<file path="src/core/i2c_flags_pkg.sv">
// Purpose: Shared constants and types for the two-wire address flag and acknowledge block
// Assumes: Byte-wide register port, one 200 MHz clock
// Notes:   Every offset, field position, reset value and timing count lives here
package i2c_flags_pkg;

    // Clock and link timing
    localparam int        CLK_PERIOD_PS   = 5000;
    localparam int        FRAME_BITS      = 8;
    localparam logic [3:0] LAST_BIT_IDX   = 4'(FRAME_BITS - 1);

    // Register offsets
    localparam logic [7:0] OFF_STATUS     = 8'h00;
    localparam logic [7:0] OFF_CONTROL    = 8'h01;
    localparam logic [7:0] OFF_STC        = 8'h02;
    localparam logic [7:0] OFF_OWN_ADDR   = 8'h03;
    localparam logic [7:0] OFF_DATA       = 8'h04;
    localparam logic [7:0] OFF_BUS_MODE   = 8'h05;
    localparam logic [7:0] OFF_IRQ_STAT   = 8'h06;
    localparam logic [7:0] OFF_IRQ_MASK   = 8'h07;

    // Status register fields
    localparam int        BIT_OWN_MATCH   = 2;
    localparam int        BIT_BCAST       = 1;
    localparam int        BIT_ACK         = 0;

    // Control register fields
    localparam int        BIT_TX_SEL      = 0;
    localparam int        BIT_MASTER      = 1;
    localparam int        BIT_FMT_SEL     = 2;
    localparam int        BIT_FMT_SEL2    = 3;

    // Serial/timer control fields
    localparam int        BIT_RATE_HI     = 6;
    localparam int        BIT_RATE_LO     = 5;
    localparam int        BIT_REG_GATE    = 4;

    // Interrupt status fields
    localparam int        IRQ_OWN_MATCH   = 0;
    localparam int        IRQ_BCAST       = 1;
    localparam int        IRQ_BYTE_DONE   = 2;

    // Reset values and fixed codes
    localparam logic [7:0] STC_RESET      = 8'h00;
    localparam logic [7:0] OWN_ADDR_RESET = 8'h00;
    localparam logic [7:0] GEN_CALL_ADDR  = 8'h00;
    localparam logic       ACK_RESET      = 1'b0;

    // Master rate divider: base count shifted by clock select, plus extension step
    localparam logic [11:0] RATE_BASE     = 12'h014;
    localparam int          RATE_EXT_SH   = 3;

    typedef enum logic [1:0] {
        LINK_IDLE,
        LINK_FRAME,
        LINK_ACK
    } link_state_t;

    typedef struct packed {
        logic [7:0] addr;
        logic [7:0] wdata;
        logic       wr;
        logic       rd;
    } reg_req_t;

    typedef struct packed {
        link_state_t state;
        logic [3:0]  bit_cnt;
        logic        first_frame;
        logic        addressed;
        logic [7:0]  rx_shift;
        logic [7:0]  tx_shift;
        logic        scl_prev;
        logic        sda_prev;
        logic        own_flag;
        logic        bcast_flag;
        logic        own_armed;
        logic        bcast_armed;
        logic        ack_tx;
        logic        ack_rx;
        logic [3:0]  ctrl;
        logic [7:0]  stc;
        logic [7:0]  own_addr;
        logic [7:0]  data;
        logic [2:0]  clk_sel;
        logic [2:0]  irq_stat;
        logic [2:0]  irq_mask;
        logic [7:0]  rd_data;
        logic        sda_oe;
    } state_t;

endpackage

</file>
<file path="src/core/pin_sync.sv">
// Purpose: Two-stage synchroniser for pins from outside the clock domain
// Assumes: Inputs are slow levels compared with ref_clk
// Notes:   Only the second stage leaves this module
`timescale 1ns/1ps
module pin_sync #(
    parameter int WIDTH = 2
) (
    input  wire logic             ref_clk,
    input  wire logic             arst_n,
    input  wire logic [WIDTH-1:0] pin_in,
    output logic      [WIDTH-1:0] pin_sync_out
);

    logic [WIDTH-1:0] meta_q;

    // Idle bus level is high, so both stages reset high
    always_ff @(posedge ref_clk or negedge arst_n) begin
        if (!arst_n) begin
            meta_q       <= '1;
            pin_sync_out <= '1;
        end else begin
            meta_q       <= pin_in;
            pin_sync_out <= meta_q;
        end
    end

endmodule // pin_sync

</file>
<file path="src/core/rate_divider.sv">
// Purpose: Master bit-rate enable generator
// Assumes: Divisor is at least 2
// Notes:   Restarts whenever disabled, so a new rate takes effect cleanly
`timescale 1ns/1ps
module rate_divider (
    input  wire logic        ref_clk,
    input  wire logic        arst_n,
    input  wire logic        enable,
    input  wire logic [11:0] divisor,
    output logic             tick
);

    logic [11:0] cnt_q;

    // One-cycle pulse every divisor cycles while enabled
    always_ff @(posedge ref_clk or negedge arst_n) begin
        if (!arst_n) begin
            cnt_q <= 12'h000;
            tick  <= 1'b0;
        end else if (!enable) begin
            cnt_q <= 12'h000;
            tick  <= 1'b0;
        end else if (cnt_q >= divisor - 12'h001) begin
            cnt_q <= 12'h000;
            tick  <= 1'b1;
        end else begin
            cnt_q <= cnt_q + 12'h001;
            tick  <= 1'b0;
        end
    end

endmodule // rate_divider

</file>
<file path="src/core/i2c_addr_flags_ack_ctrl.sv">
// Purpose: Address recognition flags, acknowledge bit and serial/timer control of a two-wire bus unit
// Assumes: Byte register port, scl/sda pins asynchronous to ref_clk, hw_standby from same-clock logic
// Notes:   Flags are held clear while master mode is selected
// What this block does
// - In slave receive with format select 0, an own or general call address sets the own-address match flag.
// - The own-address match flag clears on read-1-then-write-0, on a data access in its direction, and in master mode.
// - In slave receive with either format select at 0, a general call first frame sets the broadcast flag.
// - The broadcast flag clears on read-1-then-write-0, on a data access in its direction, and in master mode.
// - While transmitting, the acknowledge from the receiver is captured and read back.
// - While receiving as an addressed slave, the programmed acknowledge is driven after each byte and read back.
// - A write to the acknowledge bit changes only the value to send, never the captured one.
// - Acknowledge 0 means drive low or acknowledged, 1 means release the line or not acknowledged, reset 0.
// - The serial/timer control register is 8 bits read/write and clears on reset and hardware standby.
// - Rate extension bits 6 and 5 with the three clock select bits set the master bit rate.
// - Register gate 0 blocks the bus unit registers and opens the async serial ones; 1 opens bus and PWM ones.
// - The first frame after a start is eight bits and carries the compared address.
//
// The register addresses and strobed register access were decided locally.
`timescale 1ns/1ps
module i2c_addr_flags_ack_ctrl
    import i2c_flags_pkg::*;
(
    input  wire logic                    ref_clk,
    input  wire logic                    arst_n,
    input  wire logic                    hw_standby,
    input  wire i2c_flags_pkg::reg_req_t reg_req,
    output logic [7:0]                   rd_data,
    output logic                         irq,
    input  wire logic                    scl_i,
    input  wire logic                    sda_i,
    output logic                         sda_o,
    output logic                         sda_oe,
    output logic                         master_rate_tick,
    output logic                         async_serial_access_en,
    output logic                         pwm_access_en
);
    import i2c_flags_pkg::*;

    state_t      q;
    state_t      d;
    logic [1:0]  pins_s;
    logic        scl_s;
    logic        sda_s;
    logic        start_det;
    logic        stop_det;
    logic        scl_rise;
    logic        scl_fall;
    logic        tx_mode;
    logic        master;
    logic        slave_rx;
    logic        byte_end;
    logic        own_hit;
    logic        gc_hit;
    logic        addr_done;
    logic        data_clr;
    logic        status_wr;
    logic [7:0]  rd_val;
    logic [11:0] rate_div;

    // Bus unit registers that the gate bit can hide from software
    function automatic logic gated_reg(input logic [7:0] a);
        gated_reg = (a == OFF_STATUS) || (a == OFF_CONTROL) || (a == OFF_OWN_ADDR) ||
                    (a == OFF_DATA) || (a == OFF_BUS_MODE);
    endfunction

    // Rate extension bits and clock select give the bit period in system clocks
    function automatic logic [11:0] rate_divisor(input logic [1:0] ext, input logic [2:0] cks);
        rate_divisor = (RATE_BASE << cks) + 12'({ext, 3'b000});
    endfunction

    // Both pins pass two flops before anything looks at them
    pin_sync #(
        .WIDTH (2)
    ) u_pin_sync (
        .ref_clk      (ref_clk),
        .arst_n       (arst_n),
        .pin_in       ({scl_i, sda_i}),
        .pin_sync_out (pins_s)
    );

    assign scl_s = pins_s[1];
    assign sda_s = pins_s[0];

    // Master rate from extension bits 6..5 and bus mode clock select
    assign rate_div = rate_divisor({q.stc[BIT_RATE_HI], q.stc[BIT_RATE_LO]}, q.clk_sel);

    rate_divider u_rate_divider (
        .ref_clk (ref_clk),
        .arst_n  (arst_n),
        .enable  (master),
        .divisor (rate_div),
        .tick    (master_rate_tick)
    );

    // Bus events from the synchronised levels
    assign scl_rise  = scl_s && !q.scl_prev;
    assign scl_fall  = !scl_s && q.scl_prev;
    assign start_det = scl_s && q.scl_prev && q.sda_prev && !sda_s;
    assign stop_det  = scl_s && q.scl_prev && !q.sda_prev && sda_s;
    assign tx_mode   = q.ctrl[BIT_TX_SEL];
    assign master    = q.ctrl[BIT_MASTER];
    assign slave_rx  = !master && !tx_mode;

    // Eighth rising edge of a frame completes the byte
    assign byte_end  = (q.state == LINK_FRAME) && scl_rise && (q.bit_cnt == LAST_BIT_IDX);
    assign addr_done = byte_end && q.first_frame;
    assign own_hit   = ({q.rx_shift[6:0], sda_s} >> 1) == (q.own_addr >> 1);
    assign gc_hit    = {q.rx_shift[6:0], sda_s} == GEN_CALL_ADDR;

    // Data register access in the current direction clears the address flags
    assign data_clr  = q.stc[BIT_REG_GATE] && (reg_req.addr == OFF_DATA) &&
                       ((reg_req.wr && tx_mode) || (reg_req.rd && !tx_mode));
    assign status_wr = reg_req.wr && q.stc[BIT_REG_GATE] && (reg_req.addr == OFF_STATUS);

    // Read mux; gated registers read as zero when hidden
    always_comb begin
        rd_val = 8'h00;
        if (!gated_reg(reg_req.addr) || q.stc[BIT_REG_GATE]) begin
            case (reg_req.addr)
                OFF_STATUS:   rd_val = {5'h00, q.own_flag, q.bcast_flag,
                                        tx_mode ? q.ack_rx : q.ack_tx};
                OFF_CONTROL:  rd_val = {4'h0, q.ctrl};
                OFF_STC:      rd_val = q.stc;
                OFF_OWN_ADDR: rd_val = q.own_addr;
                OFF_DATA:     rd_val = q.data;
                OFF_BUS_MODE: rd_val = {5'h00, q.clk_sel};
                OFF_IRQ_STAT: rd_val = {5'h00, q.irq_stat};
                OFF_IRQ_MASK: rd_val = {5'h00, q.irq_mask};
                default:      rd_val = 8'h00;
            endcase
        end
    end

    // Next-state logic for registers, link tracking and flags
    always_comb begin
        d          = q;
        d.scl_prev = scl_s;
        d.sda_prev = sda_s;
        d.rd_data  = reg_req.rd ? rd_val : 8'h00;

        // Register writes; hidden registers ignore writes
        if (reg_req.wr && (!gated_reg(reg_req.addr) || q.stc[BIT_REG_GATE])) begin
            case (reg_req.addr)
                OFF_CONTROL:  d.ctrl     = reg_req.wdata[3:0];
                OFF_STC:      d.stc      = reg_req.wdata;
                OFF_OWN_ADDR: d.own_addr = reg_req.wdata;
                OFF_DATA:     d.data     = reg_req.wdata;
                OFF_BUS_MODE: d.clk_sel  = reg_req.wdata[2:0];
                OFF_IRQ_MASK: d.irq_mask = reg_req.wdata[2:0];
                default:      d.ctrl     = q.ctrl;
            endcase
        end

        // Acknowledge write touches only the value to send
        if (status_wr) begin
            d.ack_tx = reg_req.wdata[BIT_ACK];
        end

        // Reading a flag as 1 arms its clear-by-writing-0
        if (reg_req.rd && q.stc[BIT_REG_GATE] && reg_req.addr == OFF_STATUS) begin
            d.own_armed   = q.own_flag;
            d.bcast_armed = q.bcast_flag;
        end
        if (status_wr && q.own_armed && !reg_req.wdata[BIT_OWN_MATCH]) begin
            d.own_flag  = 1'b0;
            d.own_armed = 1'b0;
        end
        if (status_wr && q.bcast_armed && !reg_req.wdata[BIT_BCAST]) begin
            d.bcast_flag  = 1'b0;
            d.bcast_armed = 1'b0;
        end
        if (data_clr) begin
            d.own_flag   = 1'b0;
            d.bcast_flag = 1'b0;
        end

        // Interrupt status clears on read; events below win over it
        if (reg_req.rd && reg_req.addr == OFF_IRQ_STAT) begin
            d.irq_stat = 3'h0;
        end

        // Link tracking
        case (q.state)
            LINK_IDLE: begin
                d.sda_oe = 1'b0;
            end
            LINK_FRAME: begin
                if (scl_rise) begin
                    d.rx_shift = {q.rx_shift[6:0], sda_s};
                    d.bit_cnt  = q.bit_cnt + 4'h1;
                end
                if (scl_fall && q.bit_cnt == 4'(FRAME_BITS)) begin
                    d.state  = LINK_ACK;
                    // Receiver drives programmed value only when addressed
                    d.sda_oe = slave_rx && q.addressed && !q.ack_tx;
                end else if (scl_fall && !q.first_frame && tx_mode && q.addressed) begin
                    d.sda_oe   = !q.tx_shift[7];
                    d.tx_shift = {q.tx_shift[6:0], 1'b1};
                end
            end
            LINK_ACK: begin
                if (scl_rise && tx_mode) begin
                    d.ack_rx = sda_s;
                end
                if (scl_fall) begin
                    d.state       = LINK_FRAME;
                    d.bit_cnt     = 4'h0;
                    d.first_frame = 1'b0;
                    d.tx_shift    = {q.data[6:0], 1'b1};
                    d.sda_oe      = tx_mode && q.addressed && !q.data[7];
                end
            end
            default: d.state = LINK_IDLE;
        endcase

        // Byte completion: address compare on first frame, data capture after
        if (addr_done) begin
            d.addressed = !master && (own_hit || gc_hit);
            if (slave_rx && !q.ctrl[BIT_FMT_SEL] && (own_hit || gc_hit)) begin
                d.own_flag             = 1'b1;
                d.irq_stat[IRQ_OWN_MATCH] = 1'b1;
            end
            if (slave_rx && (!q.ctrl[BIT_FMT_SEL] || !q.ctrl[BIT_FMT_SEL2]) && gc_hit) begin
                d.bcast_flag         = 1'b1;
                d.irq_stat[IRQ_BCAST] = 1'b1;
            end
        end else if (byte_end && q.addressed) begin
            if (!tx_mode) begin
                d.data = {q.rx_shift[6:0], sda_s};
            end
            d.irq_stat[IRQ_BYTE_DONE] = 1'b1;
        end

        // Start restarts framing; stop releases the bus
        if (start_det) begin
            d.state       = LINK_FRAME;
            d.bit_cnt     = 4'h0;
            d.first_frame = 1'b1;
            d.addressed   = 1'b0;
            d.sda_oe      = 1'b0;
        end else if (stop_det) begin
            d.state     = LINK_IDLE;
            d.addressed = 1'b0;
            d.sda_oe    = 1'b0;
        end

        // Master mode holds both flags clear
        if (master) begin
            d.own_flag   = 1'b0;
            d.bcast_flag = 1'b0;
        end

        // Hardware standby acts like reset on all control state
        if (hw_standby) begin
            d           = '0;
            d.state     = LINK_IDLE;
            d.stc       = STC_RESET;
            d.own_addr  = OWN_ADDR_RESET;
            d.ack_tx    = ACK_RESET;
            d.scl_prev  = scl_s;
            d.sda_prev  = sda_s;
        end
    end

    // Single register stage for the whole state
    always_ff @(posedge ref_clk or negedge arst_n) begin
        if (!arst_n) begin
            q          <= '0;
            q.state    <= LINK_IDLE;
            q.stc      <= STC_RESET;
            q.own_addr <= OWN_ADDR_RESET;
            q.ack_tx   <= ACK_RESET;
            q.scl_prev <= 1'b1;
            q.sda_prev <= 1'b1;
        end else begin
            q <= d;
        end
    end

    // Outputs; open-drain data only ever pulls low
    assign rd_data                = q.rd_data;
    assign irq                    = |(q.irq_stat & q.irq_mask);
    assign sda_o                  = 1'b0;
    assign sda_oe                 = q.sda_oe;
    assign async_serial_access_en = !q.stc[BIT_REG_GATE];
    assign pwm_access_en          = q.stc[BIT_REG_GATE];
endmodule // i2c_addr_flags_ack_ctrl

</file>
<file path="config.mk">
export PLATFORM = sky130hd
export DESIGN_NAME = i2c_addr_flags_ack_ctrl
export DESIGN_NICKNAME = d
export VERILOG_FILES = /design/src/core/i2c_flags_pkg.sv /design/src/core/pin_sync.sv /design/src/core/rate_divider.sv /design/src/core/i2c_addr_flags_ack_ctrl.sv
export SDC_FILE = /design/constraint.sdc
export NUM_CORES = 1
export LEC_CHECK = 0
export ABC_AREA = 1
export ABC_CLOCK_PERIOD_IN_PS = 4700
export BUFFER_PORTS_ARGS = -buffer_cell sky130_fd_sc_hd__buf_2
export CORE_ASPECT_RATIO = 1.2
export CORE_MARGIN = 2
export CORE_UTILIZATION = 46
export CTS_BUF_LIST = sky130_fd_sc_hd__clkbuf_8
export CTS_CLUSTER_SIZE = 20
export DETAILED_ROUTE_END_ITERATION = 10
export SLEW_MARGIN = 20
export SYNTH_ARGS = -nofsm -noshare
export SYNTH_HDL_FRONTEND = slang
export SYNTH_SLANG_ARGS = --single-unit
export TNS_END_PERCENT = 10
</file>
<file path="constraint.sdc">
create_clock -name ref_clk -period 4.7 [get_ports ref_clk]
set_input_delay 0.705 -clock ref_clk [delete_from_list [all_inputs] [get_ports ref_clk]]
set_output_delay 0.705 -clock ref_clk [all_outputs]
set_load 0.05 [all_outputs]
</file>
### After elaboration in Yosys (flattened, before gate mapping)

Cells that the tools add are included.
W data, S select, Z words.

| word-level totals | value |
|---|---|
| flip-flop bits (word level) | 94 |
| bits of input ports | 23 |
| output and inout bits | 14 |
| word-level logic and storage cells | 217 |

| cells by class | value |
|---|---|
| add/sub/neg operators | 4 |
| magnitude comparators | 1 |
| eq/ne operators | 21 |
| shifts and indexed selects | 1 |
| multiplexer cells | 63 |
| bitwise gates (word level) | 1 |
| reduce and logical (&&, ||, !) cells | 99 |

Operators with widths:

| operator | count |
|---|---|
| $mux W8 | 13 |
| $mux W78 | 1 |
| $pmux W8 S8 | 1 |
| $logic_and A1 B1 Y1 | 40 |
| $eq A8 B3 Y1 const B | 4 |
| $mux W31 | 1 |
| $mux W1 | 25 |
| $mux W12 | 2 |
| $reduce_bool A2 Y1 | 11 |
| $eq A8 B2 Y1 const B | 2 |
| $logic_not A1 Y1 | 16 |
| $logic_not A8 Y1 | 2 |
| $mux W2 | 8 |
| $pmux W8 S2 | 1 |
| $reduce_and A2 Y1 | 8 |
| $reduce_bool A3 Y1 | 5 |
| $add A12 B1 Y12 const B | 1 |
| $add A12 B5 Y12 | 1 |
| $ge A12 B12 Y1 | 1 |
| $mux W3 | 4 |
| $ne A4 B4 Y1 const B | 3 |
| $shl A5 B3 Y12 const A | 1 |
| $sub A12 B1 Y12 const B | 1 |
| $reduce_and A3 Y1 | 3 |
| other kinds (25) | 35 |

### Logic depth before layout (Yosys ltp)

Gate-level depths: netlist (run 1).

| logic depth | value |
|---|---|
| depth in word-level cells | 13 |
| gate-level depth with buffers | 20 |

### Hierarchy

From an unflattened synthesis (run 1), not the netlist that was laid out.

| unflattened totals | value |
|---|---|
| cell total of the unflattened synthesis | 748 |
| area total of the unflattened synthesis | 5,632.9 µm² |

Modules (own cells, without submodules):

| module | instances | cells an instance | area an instance (µm²) | seq. area each (µm²) |
|---|---|---|---|---|
| i2c_addr_flags_ack_ctrl | 1 | 571 | 4,366.7 | 1,929.4 |
| rate_divider | 1 | 173 | 1,161.1 | 325.3 |
| pin_sync | 1 | 4 | 105.1 | 105.1 |

### Worst setup path after synthesis (run 1)

OpenSTA, ideal clock, no wires.

| path | value |
|---|---|
| kind | register to register |
| start point | register q[17] (netlist name) |
| end point | register u_rate_divider.cnt_q[10] |
| data arrival time | 3.239 ns |
| path slack | 1.329 ns |
| cell stages (with the launch flop) | 20 |
| path buffers | 1 |
| cells stage by stage | dfrtp_1 > nor2_1 > nand2_1 > ha_1 > inv_1 > ha_1 > inv_1 > fa_1 > o21ai_0 > nand2_1 > nand2_1 > a21oi_1 > xor2_1 > ha_1 > nand2_1 > nor2_1 > nand3_1 > nand4_1 > clkbuf_1 > nor2_1 |

| between the ends | value |
|---|---|
| cells in the longest elaborated chain, start to end | 6 |

RTL lines:

| what | RTL line | source |
|---|---|---|
| from (decl) | i2c_addr_flags_ack_ctrl.sv:39 | `state_t q;` |
| $shl A5 B3 Y12 | i2c_addr_flags_ack_ctrl.sv:68 | `rate_divisor = (RATE_BASE << cks) + 12'({ext, 3'b000});` |
| $add A12 B5 Y12 | i2c_addr_flags_ack_ctrl.sv:68 |  |
| $sub A12 B1 Y12 | rate_divider.sv:23 | `end else if (cnt_q >= divisor - 12'h001) begin` |
| $ge A12 B12 Y1 | rate_divider.sv:23 |  |
| $mux W12 | rate_divider.sv:23 |  |
| $mux W12 | rate_divider.sv:20 | `end else if (!enable) begin` |
| to (signal assigned) | rate_divider.sv:27 | `cnt_q <= cnt_q + 12'h001;` |
| to (decl) | rate_divider.sv:13 | `logic [11:0] cnt_q;` |

No other way between the ends.
A chain may end at the register's enable or synchronous reset.

### Final worst setup path (run 1)

| path | value |
|---|---|
| start point | register q[17] (netlist name) |
| end point | register u_rate_divider.cnt_q[2] |

The elaborated chain is that of the path after synthesis.

==> results of run 1 <==
## layer usage
| layer | vias up | GRT usage [%] | wire, um |
|---|---|---|---|
| li1 | 2409 | - | - |
| met1 | 2244 | 26.4 | 5860 |
| met2 | 88 | 39.4 | 7150 |
| met3 | 19 | 3.52 | 448 |
| met4 | 0 | 6.90 | 307 |
| met5 | - | 0 | 0 |
## per-stage QoR
stage               std cells  setup WS, ns  utilization [%]  instance area (um2)  hold slack (ns)
detailed placement        906         0.727             49.0                 5900            0.347
floorplan                 733          1.33                -                 5670            0.345
global route              922         0.368             50.5                 6080            0.353
finish                    922         0.697             50.5                 6080            0.317
global placement          906         0.879             49.0                 5900            0.346
CTS                       922         0.684             50.5                 6080            0.346
## sequential cells by signal, indices dropped and copies added, names as in the netlist
register,cells
master,1
u_pin_sync.meta_q,2
u_rate_divider.cnt_q,12
rd_data,8
q,66
sda_oe,1
u_rate_divider.tick,1
u_pin_sync.pin_sync_out,2
pwm_access_en,1
## layout make-up
class | count | area (um2)
fillers | 1208 | 5970
multi-input cells | 516 | 2780
flip-flops and latches | 94 | 2360
inverters | 99 | 377
well taps | 161 | 201
repair buffers | 36 | 185
clock buffers | 10 | 138
clock inverters | 6 | 45.0
## placed cells by master (no fill, tap or decap), types with 20 or more instances in the layout
cell type and instances:
nor2_1 49, inv_1 94, a21oi_1 23, o21ai_0 50, nand3_1 67, nand4_1 20, buf_2 34, ha_1 29
dfrtp_1 88, nand2_1 194
## cells by family (layout without fill, tap and decap cells)
group	count (synthesis)	after routing	share of synthesized area, %
simple gates	367	367	29.3
buf+inv	123	151	9.38
compound gates	95	95	9.27
flops	94	94	41.6
fa+ha+maj	30	30	6.75
xor+xnor	22	22	3.40
other cells	1	1	0.0661
mux	1	1	0.177
## critical path: cells and delay by family (launching register included)
family                     cells  cell delay [ns]
AOI/OAI and AO/OA              4             0.76
adders and majority gates      4             1.14
xor gates and xnor gates       1             0.15
buffers and inverters          2             0.11
and+or+nand+nor                6             1.25
DFF                            1             0.47
## worst min-delay path by stage
| stage | endpoint | cells past startpoint |
|---|---|---|
| finish | rd_data[1] | 1 |
| global route | u_pin_sync.pin_sync_out[1] | 0 |
| global placement | u_pin_sync.pin_sync_out[0] | 0 |
| floorplan | u_pin_sync.pin_sync_out[0] | 0 |
| detailed placement | u_pin_sync.pin_sync_out[0] | 0 |
| CTS | rd_data[1] | 1 |
## power groups by stage
| stage | sequential (mW) | clock [mW] | combinational, mW |
|---|---|---|---|
| 3_3_place_gp | 0.843 | 0 | 0.107 |
| 2_1_floorplan | 0.842 | 0 | 0.0622 |
| 4_1_cts | 0.827 | 0.528 | 0.110 |
| 3_5_place_dp | 0.843 | 0 | 0.109 |
| 5_1_grt | 0.829 | 0.564 | 0.123 |
| 6_report | 0.827 | 0.514 | 0.108 |
==> flow_summary.yaml, run 1 <==
outcome:
  status: "finished, final reports clean"
final_layout:
  fin_nets: 809
  area_growth_syn_to_layout_pct: 7.30
  drive_above_1_share_pct: 11.8
  diodes: 0
die:
  dieWidth_um: 105
  dieArea_um2: 13200
  coreArea_um2: 12100
  initial_utilization_pct: 47.0
  rows: 44
  fp.dieH_um: 126
  io_pins: 37
timing:
  min_period_ns: 4.00
  finalHoldViolations: 0
  max_slew.worst_pin.slew_ns: 0.722
  final.period_utilization_pct: 85.2
  max_freq_ghz: 0.250
  setup_viol: 0
  relSlewSlack_pct: 51.9
  fin_skew_ns: 0.0180
  fin_tns_setup_ns: 0
  drv_slew: 0
  grt_setup_unrepaired: "false"
setup_path:
  worstSetupPathType: "register to register"
  crit_arrival_ns: 4.28
  reg2reg_from: "q[17]"
  worst-path-max-fanout: 12
  timing.rr.end: "u_rate_divider.cnt_q[2]"
  start_kind: "register"
  crit_path_top_delay_cell: "dfrtp_1"
  cp.required_ns: 4.98
  r2r_slack_ns: 0.70
  r2r_cells: 17
  max_stage_delay_ns: 0.47
  crit_start: "q[17]"
  worstSetupEndpointType: "register"
  cp-endpoint: "u_rate_divider.cnt_q[2]"
  worstPathCellList: "nor2_1 > nand2_1 > ha_1 > inv_1 > ha_1 > inv_1 > fa_1 > o21ai_0 > nand2_1 > nand2_1 > a21oi_1 > xor2_1 > ha_1 > a21oi_1 > o21a_1 > nand4_1 > nor3b_1"
clock_tree:
  cts.clk_slew.worst_paths_ns: 0.11
  cts_root_buffer: "clkbuf_8"
  cts_setup_buffers: 0
  postCtsHoldBufs: 0
  cts_resized: 0
  cts_tree: "yes"
  worstSkewPairLatency_ns: 0.38
  htree_levels: 3
  cts_inserted_buffers: 9
  cts_buffer_depth: 2
  cts_sinks: 94
global_routing:
  grtUsageTotal_pct: 21.8
  grt_pass1_wl_um: 22900
  antenna_found_initial: 0
  grt_pass1_vias: 4699
  grt_start_max_net_pins: 50
  grt_overflow: 0
logic_synthesis:
  ys_top_cells_by_area: "dfrtp_1, nand2_1, ha_1"
  synth_cell_types: 44
  synth_area_um2: 5670
  yosys.area.top_type: "dfrtp_1"
  synth-seq-cells: 94
  synth_commonest_cells: "nand2_1, inv_1, dfrtp_1"
  synth_ff_type: "dfrtp_1"
  synth.top_cell.area_share_pct: 38.8
  yosysSeqAreaShare_pct: 41.6
  syn_inst: 733
  syn_area_per_cell_um2: 7.74
  yosys_warnings: 0
  async_flop_share_pct: 100
  synth-edff-count: 0
  synth.most_common_cell: "nand2_1"
  synth_nets: 786
power_and_ir_drop:
  power_frac_seq_pct: 57.1
  ir_worst_vdd_v: 0.000182
  comb_power_share_pct: 7.5
  pwr-share-clk_pct: 35.4
  power.internal_mw: 1.06
  switching_share_pct: 26.9
  power_leakage_nw: 3.09
  switchingPower_mw: 0.390
  finalPower_mw: 1.45
  power.density_nw_per_um2: 238
detailed_routing:
  vias: 4760
  drc: 0
  firstDrtPassIters: 5
  vias_per_cell: 5.16
  wirelength_um: 13800
  avgRoutedWirePerCell_um: 14.9
  route.antenna.remaining_nets: 0
  drt_iter0_drc: 275
placed_design:
  place.gp.congestion: 0.859
  hpwl_um: 10600
  portBuffers: 35
flow_run:
  cap_violations: 0
min_path:
  hp-class: "input pin to asynchronous set/reset pin"
Note: power is estimated with default switching activity, not from simulation.
==> run 2, diff against run 1 <==
--- a/config.mk
+++ b/config.mk
@@ -9,7 +9,7 @@
 export ABC_CLOCK_PERIOD_IN_PS = 4700
 export BUFFER_PORTS_ARGS = -buffer_cell sky130_fd_sc_hd__buf_2
 export CORE_ASPECT_RATIO = 1.2
-export CORE_MARGIN = 2
+export CORE_MARGIN = 3
 export CORE_UTILIZATION = 46
 export CTS_BUF_LIST = sky130_fd_sc_hd__clkbuf_8
 export CTS_CLUSTER_SIZE = 20
==> run 2 against run 1 <==
  * Utilization increased by 1.7 points
  * Clock power increased by 30%
  * Count of clock-buffer cells in the layout unchanged
  * Largest power group unchanged
  * Largest cell class unchanged
  * Register-to-register slack improved by 0.05 ns
  * Sequential power about the same
  * Power increased by 10%
  * Clock skew decreased by 0.0055 ns
  * Worst hold slack improved by 0.043 ns
  * Non-clock buffer count unchanged
  * Setup slack improved by 0.054 ns
  * Routed wire length increased by 0.76%
  * Via count increased by 0.17%
==> flow_summary.yaml, run 2 (synthesis results as in run 1) <==
detailed_routing:
  drc: 0
  dr_wl_met3_um: 407
  route.antenna.remaining_nets: 0
  avgRoutedWirePerCell_um: 15.1
  wirelength_um: 13900
  top_layer: "met4"
  met2_length_um: 6980
  vias_per_cell: 5.19
  vias: 4768
  firstDrtPassIters: 5
  drt_iter0_drc: 221
  detail_route.wirelength.met1_um: 6040
setup_path:
  crit_path_top_delay_cell: "dfrtp_1"
  max_stage_delay_ns: 0.47
  timing.rr.end: "u_rate_divider.cnt_q[2]"
  start_kind: "register"
  crit_start: "q[17]"
  r2r_cells: 17
  worstSetupPathType: "register to register"
  crit_family: "simple AND/OR/NAND/NOR gates"
  crit_arrival_ns: 4.22
  worst-path-max-fanout: 12
  cp_num_buf_inv: 2
  cp.required_ns: 4.97
  r2r_slack_ns: 0.75
  worstPathCellList: "nor2_1 > nand2_1 > ha_1 > inv_1 > ha_1 > inv_1 > fa_1 > o21ai_0 > nand2_1 > nand2_1 > a21oi_1 > xor2_1 > ha_1 > a21oi_1 > o21a_1 > nand4_1 > nor3b_1"
  reg2reg_from: "q[17]"
  worstSetupEndpointType: "register"
placed_design:
  place.gp.congestion: 0.906
  dpl_cell_area_um2: 5900
  portBuffers: 35
  hpwl_um: 10700
  placed_cells_incl_taps: 902
final_layout:
  fin_cells: 918
  mostFrequentLayoutCells: "nand2_1, inv_1, dfrtp_1"
  layout_commonest_cell: "nand2_1"
  drive_above_1_share_pct: 11.7
  finish.instance_area_um2: 6140
  regMostFlops: "q"
  diodes: 0
  fin_nets: 809
  largest_register_ffs: 66
  area_growth_syn_to_layout_pct: 8.36
timing:
  min_period_ns: 3.95
  relSlewSlack_pct: 50.2
  fin_skew_ns: 0.0125
  drv_slew: 0
  fin_tns_setup_ns: 0
  setup_viol: 0
  grt_setup_unrepaired: "false"
  finalHoldViolations: 0
  max_freq_ghz: 0.253
  max_slew.worst_pin.slew_ns: 0.748
  final.period_utilization_pct: 84.0
clock_tree:
  cts_root_buffer: "clkbuf_8"
  cts_setup_buffers: 0
  cts_tree: "yes"
  postCtsHoldBufs: 0
  htree_levels: 3
  cts_resized: 0
  worstSkewPairLatency_ns: 0.37
  cts_buffer_depth: 2
  cts.clk_slew.worst_paths_ns: 0.09
  cts_inserted_buffers: 9
  cts_sinks: 94
die:
  initial_utilization_pct: 48.1
  fp.dieH_um: 128
  dieWidth_um: 107
  dieArea_um2: 13700
  io_pins: 37
  coreArea_um2: 11800
  rows: 43
power_and_ir_drop:
  power.density_nw_per_um2: 261
  ir_worst_vdd_v: 0.000129
  power_leakage_nw: 3.12
min_path:
  hp-start: "u_pin_sync.meta_q[1]"
  hold_depth: 0
  min_to: "u_pin_sync.pin_sync_out[1]"
  hp-class: "register to register"
global_routing:
  grt_overflow: 0
  grt_pass1_vias: 4741
  antenna_found_initial: 0
  grt_pass1_wl_um: 23200
  grtUsageTotal_pct: 21.5
  grt_start_max_net_pins: 59
flow_run:
  cap_violations: 0
outcome:
  status: "finished, final reports clean"
-- run 2: cell count changes in the layout (fill, tap and decap cells not counted), sizes merged --
| cell | previous run | this run |
|---|---|---|
| clkinvlp | 0 | 1 |
| bufinv | 0 | 3 |
| clkinv | 5 | 1 |
-- run 2: how the worst max path moves through the flow --
stage | end | slack (ns) | cells after the start
3_5_place_dp | u_rate_divider.cnt_q[2] | 0.75 | 17
2_1_floorplan | u_rate_divider.cnt_q[10] | 1.33 | 19
4_1_cts | u_rate_divider.cnt_q[2] | 0.73 | 17
3_3_place_gp | u_rate_divider.cnt_q[2] | 0.88 | 17
5_1_grt | u_rate_divider.cnt_q[6] | 0.28 | 17
6_report | u_rate_divider.cnt_q[2] | 0.75 | 17
-- run 2: per-layer routing --
layer	track usage [%]	up-vias
met5	0	-
met4	8.17	0
met3	3.18	27
met2	37.7	93
met1	26.6	2248
li1	-	2400
-- run 2: layout make-up --
type	instances	area [um2]
Clock buffer	10	138
Clock inverter	6	110
Fill cell	1150	5640
Inverter	99	377
Multi-Input combinational cell	516	2780
Sequential cell	94	2360
Tap cell	157	196
Timing Repair Buffer	36	185
-- run 2: stage by stage --
step	power [mW]	hold WS, ns	utilization (%)	worst slack [ns]
finish	1.60	0.360	52.2	0.751
global route	1.66	0.365	52.2	0.283
CTS	1.62	0.362	52.2	0.732
detailed placement	0.953	0.349	50.0	0.750
global placement	0.951	0.347	50.0	0.884
floorplan	0.904	0.345	-	1.33
-- run 2: where the power goes --
| group | internal, mW | switching [mW] | total (mW) |
|---|---|---|---|
| clock network | 0.368 | 0.298 | 0.666 |
| logic | 0.0273 | 0.0805 | 0.108 |
| registers | 0.821 | 0.00665 | 0.828 |
| total | 1.22 | 0.385 | 1.60 |
==> run 3, diff against run 2 <==
--- a/config.mk
+++ b/config.mk
@@ -6,7 +6,7 @@
 export NUM_CORES = 1
 export LEC_CHECK = 0
 export ABC_AREA = 1
-export ABC_CLOCK_PERIOD_IN_PS = 4700
+export ABC_CLOCK_PERIOD_IN_PS = 3650
 export BUFFER_PORTS_ARGS = -buffer_cell sky130_fd_sc_hd__buf_2
 export CORE_ASPECT_RATIO = 1.2
 export CORE_MARGIN = 3
==> constraint.sdc (replaced) <==
create_clock -name ref_clk -period 3.65 [get_ports ref_clk]
set_input_delay 0.5475 -clock ref_clk [delete_from_list [all_inputs] [get_ports ref_clk]]
set_output_delay 0.5475 -clock ref_clk [all_outputs]
set_load 0.05 [all_outputs]
==> run 3 against run 2 <==
  * Critical endpoint unchanged
  * Highest routed layer unchanged
  * Clock power is 6.2% higher
  * Critical path depth is 2 higher
  * Die area stayed put
==> flow_summary.yaml, run 3 (synthesis results as in run 1) <==
outcome:
  status: "finished, final reports clean"
setup_path:
  crit_family: "adder cells"
  r2r_slack_ns: 0.29
  cp.required_ns: 3.95
  cp_num_buf_inv: 4
  crit_arrival_ns: 3.66
  start_kind: "register"
  worst-path-max-fanout: 12
  worstPathCellList: "inv_1 > nor2_1 > nand2_1 > ha_1 > inv_1 > ha_1 > inv_1 > fa_1 > o21ai_2 > nand2_1 > nand2_1 > a21oi_1 > xor2_1 > ha_1 > a21oi_1 > o21a_1 > nand4_1 > buf_4 > nor3b_1"
  max_stage_delay_ns: 0.42
  crit_path_top_delay_cell: "dfrtp_1"
  crit_cells: 19
  timing.rr.end: "u_rate_divider.cnt_q[2]"
  worstSetupEndpointType: "register"
  r2r_cells: 19
  reg2reg_from: "q[15]"
  worstSetupPathType: "register to register"
clock_tree:
  cts.clk_slew.worst_paths_ns: 0.09
  cts_sinks: 94
  cts_setup_buffers: 0
  cts_resized: 0
  postCtsHoldBufs: 0
  cts_root_buffer: "clkbuf_8"
  cts_tree: "yes"
  cts_buffer_depth: 2
  htree_levels: 3
  worstSkewPairLatency_ns: 0.38
  cts_inserted_buffers: 9
final_layout:
  final_util_pct: 52.1
  regMostFlops: "q"
  drive_above_1_share_pct: 12.3
  mostFrequentLayoutCells: "nand2_1, inv_1, dfrtp_1"
  largest_register_ffs: 66
  layout_commonest_cell: "nand2_1"
  fin_cells: 922
  diodes: 0
  fin_nets: 813
  area_growth_syn_to_layout_pct: 8.19
flow_run:
  cap_violations: 0
min_path:
  hp-class: "input pin to asynchronous set/reset pin"
placed_design:
  placed_cells_incl_taps: 906
  place.gp.congestion: 0.897
  portBuffers: 35
  dp_slack_ns: 0.134
  hpwl_um: 10600
die:
  coreArea_um2: 11800
  dieArea_um2: 13700
  fp.dieH_um: 128
  dieWidth_um: 107
  io_pins: 37
  rows: 43
  initial_utilization_pct: 48.1
detailed_routing:
  vias_per_cell: 5.21
  wirelength_um: 13800
  vias: 4808
  avgRoutedWirePerCell_um: 15.0
  route.antenna.remaining_nets: 0
  firstDrtPassIters: 4
  drc: 0
  drt_iter0_drc: 264
timing:
  min_period_ns: 3.36
  finalHoldViolations: 0
  max_freq_ghz: 0.298
  setup_viol: 0
  fin_ws_ns: 0.291
  fin_skew_ns: 0.00670
  relSlewSlack_pct: 49.9
  drv_slew: 0
  fin_tns_setup_ns: 0
  holdWs_ns: 0.175
  grt_setup_unrepaired: "false"
  final.period_utilization_pct: 92.0
  max_slew.worst_pin.slew_ns: 0.751
power_and_ir_drop:
  power_leakage_nw: 3.12
  power.density_nw_per_um2: 312
  ir_worst_vdd_v: 0.000163
global_routing:
  grt_start_max_net_pins: 82
  grt_pass1_wl_um: 22800
  grt_pass1_vias: 4718
  grtUsageTotal_pct: 21.1
  antenna_found_initial: 0
  grt_overflow: 0
## run 3: how the worst max path moves through the flow
stage                               endpoint   from
floorplan           u_rate_divider.cnt_q[10]  q[17]
global route         u_rate_divider.cnt_q[2]  q[15]
detailed placement   u_rate_divider.cnt_q[2]  q[15]
global placement     u_rate_divider.cnt_q[2]  q[15]
finish               u_rate_divider.cnt_q[2]  q[15]
CTS                  u_rate_divider.cnt_q[2]  q[15]
## run 3: cell type report
class                   count  area [um2]
clock inverters             6        62.6
fillers                  1159        5650
repair buffers             40         219
multi-input cells         516        2780
well taps                 157         196
flip-flops and latches     94        2360
clock buffers              10         138
inverters                  99         377
## run 3: metrics by stage
| step | instance area (um2) | total power [mW] |
|---|---|---|
| after floorplan | 5670 | 1.16 |
| after global placement | 5930 | 1.22 |
| after detailed placement | 5930 | 1.23 |
| after CTS | 6130 | 1.94 |
| after global routing | 6130 | 2.00 |
| final | 6130 | 1.91 |
## run 3: power breakdown
group / internal [mW] / total [mW] / switching (mW)
clock network: 0.333 / 0.707 / 0.374
logic: 0.0357 / 0.140 / 0.104
registers: 1.06 / 1.07 / 0.00869
total: 1.43 / 1.91 / 0.487
## run 3: per-layer routing
metal | global-route usage, % | vias to the layer above | wire length (um)
met5 | 0 | - | 0
met4 | 7.43 | 0 | 289
met3 | 2.93 | 21 | 438
met2 | 37.0 | 104 | 7040
met1 | 26.4 | 2277 | 6020
li1 | - | 2406 | -
